===== config.mk =====
export PLATFORM = sky130hd
export DESIGN_NAME = ids_serializer
export DESIGN_NICKNAME = d
export VERILOG_FILES = /design/src/common/ids_pkg.sv /design/src/design/ids_debounce.sv /design/src/design/ids_serializer.sv
export SDC_FILE = /design/constraint.sdc
export NUM_CORES = 1
export LEC_CHECK = 0
export BUFFER_PORTS_ARGS = -buffer_cell sky130_fd_sc_hd__buf_2
export CAP_MARGIN = 20
export CORE_UTILIZATION = 54
export CTS_BUF_LIST = sky130_fd_sc_hd__clkbuf_16
export DETAILED_ROUTE_END_ITERATION = 6
export PLACE_DENSITY = 0.8
export SYNTH_ARGS = -nofsm -noshare
export SYNTH_HDL_FRONTEND = slang
export SYNTH_SLANG_ARGS = --single-unit

===== constraint.sdc =====
create_clock -name ref_clk -period 3.65 [get_ports ref_clk]
set_input_delay 0.1825 -clock ref_clk [delete_from_list [all_inputs] [get_ports ref_clk]]
set_output_delay 0.1825 -clock ref_clk [all_outputs]
set_load 0.05 [all_outputs]

===== src/common/ids_pkg.sv =====
// Purpose: shared constants and types of the input debounce serializer
// Assumes: ref_clk at 20 MHz, time base tick of 1 us
// Notes:   all timers count time base ticks, not clock cycles
package ids_pkg;

	// ------------------------------------------------------------------
	// clock and time base
	// ------------------------------------------------------------------
	localparam int CLK_PERIOD_NS = 50;
	localparam int TICK_NS       = 1000;
	localparam int TICK_CYCLES   = TICK_NS / CLK_PERIOD_NS;
	localparam int TICK_W        = 5;
	localparam int TICKS_PER_MS  = 1000000 / TICK_NS;

	// ------------------------------------------------------------------
	// intervals, as printed, and their tick counts
	// ------------------------------------------------------------------
	localparam int DEB_SHORT_MS    = 1;
	localparam int DEB_LONG_MS     = 3;
	localparam int SUP_FALL_MS     = 1;
	localparam int SUP_RISE_MS     = 6;
	localparam int DEB_SHORT_TICKS = DEB_SHORT_MS * TICKS_PER_MS;
	localparam int DEB_LONG_TICKS  = DEB_LONG_MS * TICKS_PER_MS;
	localparam int SUP_FALL_TICKS  = SUP_FALL_MS * TICKS_PER_MS;
	localparam int SUP_RISE_TICKS  = SUP_RISE_MS * TICKS_PER_MS;
	localparam int TMR_W           = 13;

	// ------------------------------------------------------------------
	// channels, widths and reset values
	// ------------------------------------------------------------------
	localparam int NUM_CH = 8;
	localparam int SYNC_W = NUM_CH + 2 + 3 + 4;
	// idle pin levels: selects open, supply low, strobe and gate high,
	// chain input pulled high
	localparam logic [SYNC_W-1:0] SYNC_RST  = 17'h001db;
	localparam logic [NUM_CH-1:0] STAGE_RST = 8'hff;
	localparam logic              DEB_RST   = 1'h0;

	// ------------------------------------------------------------------
	// carriers and modes
	// ------------------------------------------------------------------
	typedef struct packed {
		logic captureN;
		logic serialClk;
		logic shiftGateN;
		logic chainIn;
	} ids_link_type;

	typedef struct packed {
		logic belowWarn;
		logic aboveRecover;
		logic belowDead;
	} ids_supply_type;

	typedef enum logic [1:0] {
		FLT_BYPASS = 2'h0,
		FLT_SHORT  = 2'h1,
		FLT_LONG   = 2'h2
	} ids_filter_type;

	typedef enum logic [3:0] {
		SUP_GOOD    = 4'h1,
		SUP_FALLING = 4'h2,
		SUP_LOW     = 4'h4,
		SUP_RISING  = 4'h8
	} ids_sup_state_type;

endpackage : ids_pkg


===== src/design/ids_debounce.sv =====
// Purpose: one channel of the input debounce filter
// Assumes: raw is already synchronised to ref_clk
// Notes:   interval resolution is one time base tick
`timescale 1ns/100ps
module ids_debounce
	import ids_pkg::*;
(
	// clock and reset
	input  wire logic             ref_clk,
	input  wire logic             resetn,
	// time base and setting
	input  wire logic             tick,
	input  wire logic             bypass,
	input  wire logic [TMR_W-1:0] limit,
	// level
	input  wire logic             raw,
	output logic                  stable
);

	logic [TMR_W-1:0] cnt;
	logic [TMR_W-1:0] next_cnt;
	logic             next_stable;

	// ------------------------------------------------------------------
	// filter
	// ------------------------------------------------------------------
	always_comb begin
		next_stable = stable;
		next_cnt    = cnt;
		if (raw == stable) begin
			// a bounce back restarts the wait
			next_cnt = '0; // RL16
		end else if (bypass) begin
			next_stable = raw; // RL2
		end else if (tick) begin
			if (cnt >= limit - TMR_W'(1)) begin
				next_stable = raw; // RL1
				next_cnt    = '0;
			end else begin
				next_cnt = cnt + TMR_W'(1); // RL16
			end
		end
	end

	always_ff @(posedge ref_clk or negedge resetn) begin
		if (!resetn) begin
			stable <= DEB_RST;
			cnt    <= '0;
		end else begin
			stable <= next_stable;
			cnt    <= next_cnt;
		end
	end
endmodule : ids_debounce


===== src/design/ids_serializer.sv =====
// Purpose: eight channel debounced input serializer with supply monitor
// Assumes: all pins asynchronous to ref_clk; serial clock well below
//          ref_clk / 4 so each of its levels is seen by the sampler
// Notes:   serial clock edges are found by sampling, not used as clock
//
// Operation
// [RL1] new level valid after full debounce interval
// [RL2] select pins choose 3 ms, 1 ms, bypass
// [RL3] eight channels feed eight register stages
// [RL4] strobe low: stages load debounced inputs continuously
// [RL5] strobe high: parallel inputs ignored, data held
// [RL6] rising serial edge shifts all but last
// [RL7] last stage takes previous on falling edge
// [RL8] gate high freezes register on clock activity
// [RL9] host serial clock up to 100 MHz; sampled here on the 20 MHz ref_clk, so it must stay well below 5 MHz
// [RL10] supply below 15 V: flag low 1 ms later
// [RL11] supply recovered: flag high after 6 ms
// [RL12] below 10 V stop; above 18 V rise
// [RL13] chain input idles high, ones follow data
// [RL14] host lowers gate only with clock low
// [RL15] host gives eight clocks per chained device
// [RL16] per channel counter restarts on level change
// [RL17] reserved select combination acts as bypass
`timescale 1ns/100ps
module ids_serializer
	import ids_pkg::*;
#(
	parameter int DEB_SHORT = DEB_SHORT_TICKS,
	parameter int DEB_LONG  = DEB_LONG_TICKS,
	parameter int SUP_FALL  = SUP_FALL_TICKS,
	parameter int SUP_RISE  = SUP_RISE_TICKS
) (
	// clock and reset
	input  wire logic              ref_clk,
	input  wire logic              resetn,
	// field side
	input  wire logic [NUM_CH-1:0] fieldInputs,
	input  wire logic              filterSelLo,
	input  wire logic              filterSelHi,
	input  wire ids_supply_type    supplyLevel,
	output logic                   supplyGood,
	// serial link
	input  wire logic              captureStrobeN,
	input  wire logic              serialClk,
	input  wire logic              shiftGateN,
	input  wire logic              chainIn,
	output logic                   chainOut
);

	// ------------------------------------------------------------------
	// pin synchronisers
	// ------------------------------------------------------------------
	logic [SYNC_W-1:0] syncMeta;
	logic [SYNC_W-1:0] syncSafe;
	logic [SYNC_W-1:0] next_syncMeta;
	logic [SYNC_W-1:0] next_syncSafe;
	logic [NUM_CH-1:0] rawSync;
	logic              selHi;
	logic              selLo;
	ids_supply_type    sup;
	ids_link_type      link;
	logic              sclkPrev;
	logic              next_sclkPrev;
	logic              sclkRise;
	logic              sclkFall;

	always_comb begin
		next_syncMeta = {fieldInputs, filterSelHi, filterSelLo,
			supplyLevel, captureStrobeN, serialClk, shiftGateN, chainIn};
		next_syncSafe = syncMeta;
		next_sclkPrev = link.serialClk;
	end

	// chain input resets high, as its idle pull would hold it
	always_ff @(posedge ref_clk or negedge resetn) begin
		if (!resetn) begin
			syncMeta <= SYNC_RST; // RL13
			syncSafe <= SYNC_RST;
			sclkPrev <= 1'h0;
		end else begin
			syncMeta <= next_syncMeta;
			syncSafe <= next_syncSafe;
			sclkPrev <= next_sclkPrev;
		end
	end

	assign rawSync  = syncSafe[SYNC_W-1 -: NUM_CH];
	assign selHi    = syncSafe[8];
	assign selLo    = syncSafe[7];
	assign sup      = syncSafe[6:4];
	assign link     = syncSafe[3:0];
	assign sclkRise = link.serialClk && !sclkPrev;
	assign sclkFall = !link.serialClk && sclkPrev;

	// ------------------------------------------------------------------
	// time base
	// ------------------------------------------------------------------
	logic [TICK_W-1:0] divCnt;
	logic [TICK_W-1:0] next_divCnt;
	logic              tick;

	assign tick = divCnt == TICK_W'(TICK_CYCLES - 1);

	always_comb begin
		next_divCnt = tick ? '0 : divCnt + TICK_W'(1);
	end

	always_ff @(posedge ref_clk or negedge resetn) begin
		if (!resetn) begin
			divCnt <= '0;
		end else begin
			divCnt <= next_divCnt;
		end
	end

	// ------------------------------------------------------------------
	// debounce filters
	// ------------------------------------------------------------------
	// both selects grounded has no defined interval; bypass keeps the
	// inputs visible rather than freezing them
	function automatic ids_filter_type decodeFilter(input logic hi,
		input logic lo);
		case ({hi, lo})
			2'h3: decodeFilter = FLT_LONG;
			2'h2: decodeFilter = FLT_SHORT;
			default: decodeFilter = FLT_BYPASS; // RL17
		endcase
	endfunction : decodeFilter

	ids_filter_type    fltMode;
	logic [TMR_W-1:0]  debLimit;
	logic              bypass;
	logic [NUM_CH-1:0] debounced;
	logic [NUM_CH-1:0] loadVal;

	assign fltMode  = decodeFilter(selHi, selLo); // RL2
	assign bypass   = fltMode == FLT_BYPASS;
	assign debLimit = (fltMode == FLT_LONG) ? TMR_W'(DEB_LONG)
		: TMR_W'(DEB_SHORT); // RL2

	for (genvar g = 0; g < NUM_CH; g++) begin : g_chan
		ids_debounce u_deb (
			.ref_clk (ref_clk),
			.resetn  (resetn),
			.tick    (tick),
			.bypass  (bypass),
			.limit   (debLimit),
			.raw     (rawSync[g]),
			.stable  (debounced[g])
		);
		// channel 0 sits next to the output and leaves first
		assign loadVal[NUM_CH-1-g] = debounced[g]; // RL3
	end

	// ------------------------------------------------------------------
	// shift register
	// ------------------------------------------------------------------
	logic [NUM_CH-1:0] stage;
	logic [NUM_CH-1:0] next_stage;
	logic              lastStage;
	logic              next_lastStage;

	// last stage is a falling edge copy of the top stage, so a rising
	// edge never overwrites a bit before it has gone out
	always_comb begin
		next_stage     = stage;
		next_lastStage = lastStage;
		if (!link.captureN) begin
			next_stage     = loadVal; // RL4
			next_lastStage = loadVal[NUM_CH-1]; // RL4
		end else if (!link.shiftGateN) begin
			if (sclkRise) begin
				next_stage = {stage[NUM_CH-2:0], link.chainIn}; // RL6
			end
			if (sclkFall) begin
				next_lastStage = stage[NUM_CH-1]; // RL7
			end
		end
		// strobe high with gate high falls through: held RL5 RL8
	end

	always_ff @(posedge ref_clk or negedge resetn) begin
		if (!resetn) begin
			stage     <= STAGE_RST;
			lastStage <= STAGE_RST[NUM_CH-1];
		end else begin
			stage     <= next_stage;
			lastStage <= next_lastStage;
		end
	end

	assign chainOut = lastStage;

	// ------------------------------------------------------------------
	// supply monitor
	// ------------------------------------------------------------------
	ids_sup_state_type state;
	ids_sup_state_type next_state;
	logic [TMR_W-1:0]  supTicks;
	logic [TMR_W-1:0]  next_supTicks;
	logic              next_good;
	logic [TMR_W-1:0]  fallLim;
	logic [TMR_W-1:0]  riseLim;

	assign fallLim = TMR_W'(SUP_FALL);
	assign riseLim = TMR_W'(SUP_RISE);

	always_comb begin
		next_state    = state;
		next_supTicks = supTicks;
		unique case (state)
			SUP_GOOD: begin
				if (sup.belowWarn) begin
					next_state    = SUP_FALLING;
					next_supTicks = '0;
				end
			end
			SUP_FALLING: begin
				if (!sup.belowWarn) begin
					next_state = SUP_GOOD;
				end else if (tick) begin
					if (supTicks == fallLim - TMR_W'(1)) begin
						next_state = SUP_LOW; // RL10
					end
					next_supTicks = supTicks + TMR_W'(1);
				end
			end
			SUP_LOW: begin
				if (sup.aboveRecover) begin
					next_state    = SUP_RISING;
					next_supTicks = '0;
				end
			end
			SUP_RISING: begin
				if (!sup.aboveRecover) begin
					next_state = SUP_LOW;
				end else if (tick) begin
					if (supTicks == riseLim - TMR_W'(1)) begin
						next_state = SUP_GOOD; // RL11
					end
					next_supTicks = supTicks + TMR_W'(1);
				end
			end
			default: next_state = SUP_LOW;
		endcase
		// a dead supply drops the flag at once; recovery starts over
		if (sup.belowDead) begin
			next_state = SUP_LOW; // RL12
		end
		next_good = (next_state == SUP_GOOD)
			|| (next_state == SUP_FALLING);
	end

	always_ff @(posedge ref_clk or negedge resetn) begin
		if (!resetn) begin
			state      <= SUP_LOW;
			supTicks   <= '0;
			supplyGood <= 1'h0;
		end else begin
			state      <= next_state;
			supTicks   <= next_supTicks;
			supplyGood <= next_good;
		end
	end
endmodule : ids_serializer


### Word level (Yosys, flattened, before mapping)

Index checks and enable logic that the tools add are counted.

| word-level totals | value |
|---|---|
| register bits | 179 |
| output and inout port bits | 2 |
| word-level logic and storage cells | 211 |

| cells by class | value |
|---|---|
| multiplexer cells | 81 |
| reduce and logical (&&, ||, !) cells | 43 |
| bitwise logic cells | 8 |
| magnitude comparators | 8 |
| $add $sub $neg | 11 |
| equality and inequality tests | 35 |

Operator list:

| cell | count |
|---|---|
| $mux 13 | 37 |
| $add 13x1->13 const B | 9 |
| $ge 13x13->1 | 8 |
| $pmux 13 s4 | 1 |
| $mux 4 | 9 |
| $reduce_bool 2->1 | 17 |
| $mux 1 | 27 |
| $mux 8 | 3 |
| $reduce_and 3->1 | 8 |
| $ne 2x1->1 const B | 10 |
| $reduce_and 2->1 | 10 |
| $pmux 4 s4 | 1 |
| $eq 13x10->1 const B | 1 |
| $eq 13x13->1 const B | 1 |
| $sub 12x1->13 const B | 1 |
| $mux 12 | 1 |
| $ne 2x2->1 const B | 5 |
| $eq 1x1->1 | 8 |
| $eq 4x1->1 const B | 2 |
| $eq 4x2->1 const B | 2 |
| $not 1->1 | 8 |
| $eq 2x2->1 const B | 3 |
| $add 5x1->5 const B | 1 |
| $eq 5x5->1 const B | 1 |
| 10 further kinds | 12 |

### Logic depth before layout (Yosys ltp)

| depth | value |
|---|---|
| word-level depth | 10 |
| mapped depth | 11 |
| mapped depth without buffers | 8 |

### By module

From an unflattened synthesis, not the netlist that was laid out.

| unflattened totals | value |
|---|---|
| cell total of the unflattened synthesis | 1501 |
| area, all modules | 13528.0 µm² |

Modules (own cells, without submodules):

| module | area each (µm²) | cells an instance | instances |
|---|---|---|---|
| ids_debounce (g_chan[0].u_deb ...) | 1355.0 | 159 | 7 |
| ids_serializer | 2736.4 | 232 | 1 |
| ids_debounce (g_chan[3].u_deb) | 1306.3 | 156 | 1 |

### Worst setup path before layout

No wires, ideal clock.

| timing | value |
|---|---|
| path type | register to register |
| start | reg syncSafe[8] |
| end | reg g_chan[1].u_deb.cnt[5] |
| setup slack | 0.542 ns |
| arrival time | 3.030 ns |
| cell stages (with the launch flop) | 11 |
| clock period less this slack | 3.108 ns |
| setup time | 0.078 ns |
| required time | 3.572 ns |
| cell sequence | dfstp_2 > clkbuf_1 > nand2_1 > inv_1 > ha_1 > a21oi_1 > and4b_1 > buf_6 > a211o_1 > or4_1 > a21oi_1 |

| between the ends | value |
|---|---|
| cells in the longest elaborated chain, start to end | 10 |

RTL lines:

| element | line | RTL |
|---|---|---|
| from (decl) | ids_serializer.sv:54 | `logic [SYNC_W-1:0] syncSafe;` |
| from (signal assigned) | ids_serializer.sv:82 | `syncSafe <= next_syncSafe;` |
| $eq 2x2->1 | ids_serializer.sv:123 | `case ({hi, lo})` |
| $pmux 2 s2 * | ids_serializer.sv:123 |  |
| $eq 2x2->1 | ids_serializer.sv:138 | `assign debLimit = (fltMode == FLT_LONG) ? TMR_W'(DEB_LONG)` |
| $mux 12 | ids_serializer.sv:138 |  |
| $sub 12x1->13 | ids_debounce.sv:36 | `if (cnt >= limit - TMR_W'(1)) begin` |
| $ge 13x13->1 | ids_debounce.sv:36 |  |
| $mux 13 | ids_debounce.sv:36 |  |
| $mux 13 | ids_debounce.sv:35 | `end else if (tick) begin` |
| $mux 13 | ids_debounce.sv:33 | `end else if (bypass) begin` |
| $mux 13 | ids_debounce.sv:30 | `if (raw == stable) begin` |
| to (signal assigned) | ids_debounce.sv:51 | `cnt <= next_cnt;` |
| to (decl) | ids_debounce.sv:20 | `logic [TMR_W-1:0] cnt;` |

Every way passes the cells marked *; elsewhere a longest branch is shown, timed or not. The select of a mux whose other input is x is not followed.
A chain may end at the register's enable or synchronous reset.

### Worst setup path in the final report

| timing | value |
|---|---|
| start | reg syncSafe[8] |
| end | reg g_chan[1].u_deb.cnt[9] |

The elaborated chain is that of the path after synthesis.

==> out/qor.txt <==
Worst R2R End - g_chan[1].u_deb.cnt[9]$_DFFE_PN0P_
Std-Cell Rows - 48
Tightest Pin Transition - 1.03 ns
Hold Vio Cnt, Final - 0
Max Freq - 345 MHz
Type of the worst setup path - reg2reg
Placement-stage cell area - 9980 um^2
Count of unique library cells instantiated by Yosys - 66
Non-Filler Instances - 1286
Seq/Total Area, Yosys - 46.7%
Largest net degree at the start of global routing - 82
Setup violators final - 0
Crit path DAT - 3.26 ns
Synth cell count leaders - dfrtp_1, nand3_1, nand2_1
Crit path time final - 2.90 ns
Number of global-route vias before repair - 7606
Setup TNS - 0 ns
Power, Total - 0.00422 W
Largest family of logic cells by synthesized area - simple AND/OR/NAND/NOR gates
Mux contribution to synthesized area - 2.96%
Crit Reg-Reg Startpoint - syncSafe[8]$_DFF_PN1_
Post-layout util - 61.9%
Inserted Clock Buffers - 17
Synth area leader - dfrtp_1
Synth top area cells - dfrtp_1, dfstp_2, nand3_1
Switching share of power - 25.0%
Crit end category - flip-flop
CTS tree - yes
Drt via density - 6.34
Switching power - 0.00105 W
Final GP Congestion - 0.846
Simple-Gate Fraction of Synth Area - 24.3%
Initial Util - 55.6%
Crit start category - flip-flop
PwrDens - 392 nW/um^2
Compound-cell area share of the yosys netlist - 17.4%
Worst-skew pair later-pin latency - 0.44 ns
Initial antenna violation count - 0
Boundary Pins - 21
Flop-to-flop setup slack - 0.75 ns
DR WL/cell - 16.1 um
Synth Area in Adders - 4.41%
First-pass GRT wire length - 35600 um
Fillers - 1403
Min-delay worst type - in2async
Root buffer cell - clkbuf_16
Cells after synthesis - 1020
Peak supply drop - 368 uV
Logic pwr share - 7.3%
Placed cells - 1234
Share of layout cells above drive strength 1 - 10.9%
Via count - 8157
Clock skew - 0.0124 ns
WP data required - 4.01 ns
CTS clk-pin slew, worst paths - 0.07 ns
Number of buffers on the longest clock path - 2
Relative slew margins - 31.4%
Seq cells post-synth - 179
Port bufs - 20
Synth Area in XOR/XNOR - 1.54%
Post-Syn Nets - 1073
Die footprint - 18400 um^2
# diodes - 0
Cell area after layout - 10800 um^2
Run status - completed
Final WL - 20700 um
Synth warnings - 0
Die extent in y - 136 um
Asr flop ratio synth - 100%
Slew Viols, Final - 0
End point of the critical path - g_chan[1].u_deb.cnt[9]$_DFFE_PN0P_
Final period utilization - 79.4%
Routed Antenna Nets - 0
Drt pass-1 iters - 5
Max-cap violations - 0
Core area - 17400 um^2
Seq pwr share - 49.4%
Final nets - 1101
Post-Syn Area per Cell - 9.46 um^2
H-tree depth - 4
# clock sinks - 179
Pleak - 4.60 nW
Crit-path max FO - 8
Critical Path Start - syncSafe[8]$_DFF_PN1_
Pint - 0.00316 W
Worst Reg-to-Reg Cells - 8
Top-count cell post-synth - dfrtp_1
Synth Flop Type - dfrtp_1
Gr usage total - 24.1%
RSZ-0062 raised after global routing - no
Die X - 136 um
Synth top area share - 40.2%
Power share of the clock group - 43.3%
EDFF count, synth - 0
Global route overflow - 0
Post-DP HPWL - 13400 um
Starting DRT DRC Count - 656
Area grow syn2layout - 11.4%
DRC errors left - 0
Cell Area, Synth - 9650 um^2
[worst max-delay path, stage by stage (launching register included)]
cell and delay, ns:
dfstp_2 0.53, nand2_1 0.07, inv_1 0.31, ha_1 0.32
a21oi_1 0.12, and4b_1 0.27, a21oi_1 0.54, or3b_2 0.49
a31oi_1 0.16
[layout make-up]
type	count	area [um^2]	area share, %
well taps	225	282	2.62
inverters	18	67.6	0.628
clock inverters	15	155	1.44
multi-input cells	777	4880	45.4
repair buffers	55	429	3.99
flip-flops and latches	179	4510	41.9
clock buffers	17	425	3.96
[through the flow]
step	worst slack, ns	hold WS (ns)
2_1_floorplan	0.542	-0.113
3_3_place_gp	0.887	0.265
3_5_place_dp	0.797	0.267
4_1_cts	0.774	0.350
5_1_grt	0.524	0.355
6_report	0.752	0.333
[worst min path at each step]
stage / start / end / slack (ns)
floorplan: resetn / divCnt[0]$_DFF_PN0_ / -0.11
global placement: resetn / g_chan[7].u_deb.cnt[0]$_DFFE_PN0P_ / 0.26
detailed placement: resetn / g_chan[7].u_deb.cnt[0]$_DFFE_PN0P_ / 0.27
CTS: next_syncSafe[10]$_DFF_PN0_ / syncSafe[10]$_DFF_PN0_ / 0.35
global route: next_syncSafe[13]$_DFF_PN0_ / syncSafe[13]$_DFF_PN0_ / 0.36
finish: resetn / g_chan[7].u_deb.cnt[0]$_DFFE_PN0P_ / 0.33
[routing by layer]
metal  vias to the layer above  wire length (um)  share of wire, %  global-route usage, %
met1                      3980              9820                47                   33.2
met3                        37               854               4.1                   4.75
met2                       224              9720                47                   38.2
li1                       3916                 -                 -                      -
met5                         -                 0                 0                      0
met4                         0               351               1.7                   7.62
[kinds of logic (layout without fill, tap and decap cells)]
| logic type | Yosys count | count (layout) |
|---|---|---|
| AND/OR/NAND/NOR | 441 | 441 |
| AO/OA/AOI/OAI | 258 | 258 |
| flip-flops | 179 | 179 |
| buffers and inverters | 64 | 105 |
| adder cells (fa/ha/maj) | 34 | 34 |
| multiplexers | 27 | 27 |
| XOR/XNOR | 17 | 17 |
[power groups by stage]
| stage | clock (W) | combinational, W | sequential (W) |
|---|---|---|---|
| after detailed placement | 0 | 0.000288 | 0.00212 |
| after global routing | 0.00193 | 0.000343 | 0.00209 |
| final | 0.00183 | 0.000308 | 0.00208 |
| after CTS | 0.00186 | 0.000304 | 0.00208 |
| after floorplan | 0 | 0.000185 | 0.00211 |
| after global placement | 0 | 0.000283 | 0.00212 |
[registers in the layout, summed over array words and instances (netlist names)]
register and count:
g_chan.u_deb.cnt 104, sclkPrev 1, supTicks 13, next_syncSafe 17, divCnt 5, state 4
syncSafe 17, stage 8, g_chan.u_deb.stable 8, chainOut 1, supplyGood 1
[cell usage in the layout (no fill, tap or decap), drive strengths merged, types with 10 or more instances in the layout]
cell type,instances
dlygate4sd3,18
nand4,29
nor2,78
ha,34
clkbuf,18
mux2,12
dfrtp,155
buf,36
nor3b,10
o21ai,80
nand3,89
nor3,23
nor4,18
xnor2,11
dfstp,24
a211o,14
mux2i,15
nand2,81
and3,31
inv,23
a21oi,51
a31oi,26
or4,25
a22o,16
[what timing repair did]
item | in CTS | in global routing
gates resized for setup | 0 | 0
hold endpoints to repair | 78 | 0
buffers inserted | 0 | 0
hold buffers | 18 | 0
Note: power is estimated with default switching activity, not from simulation.
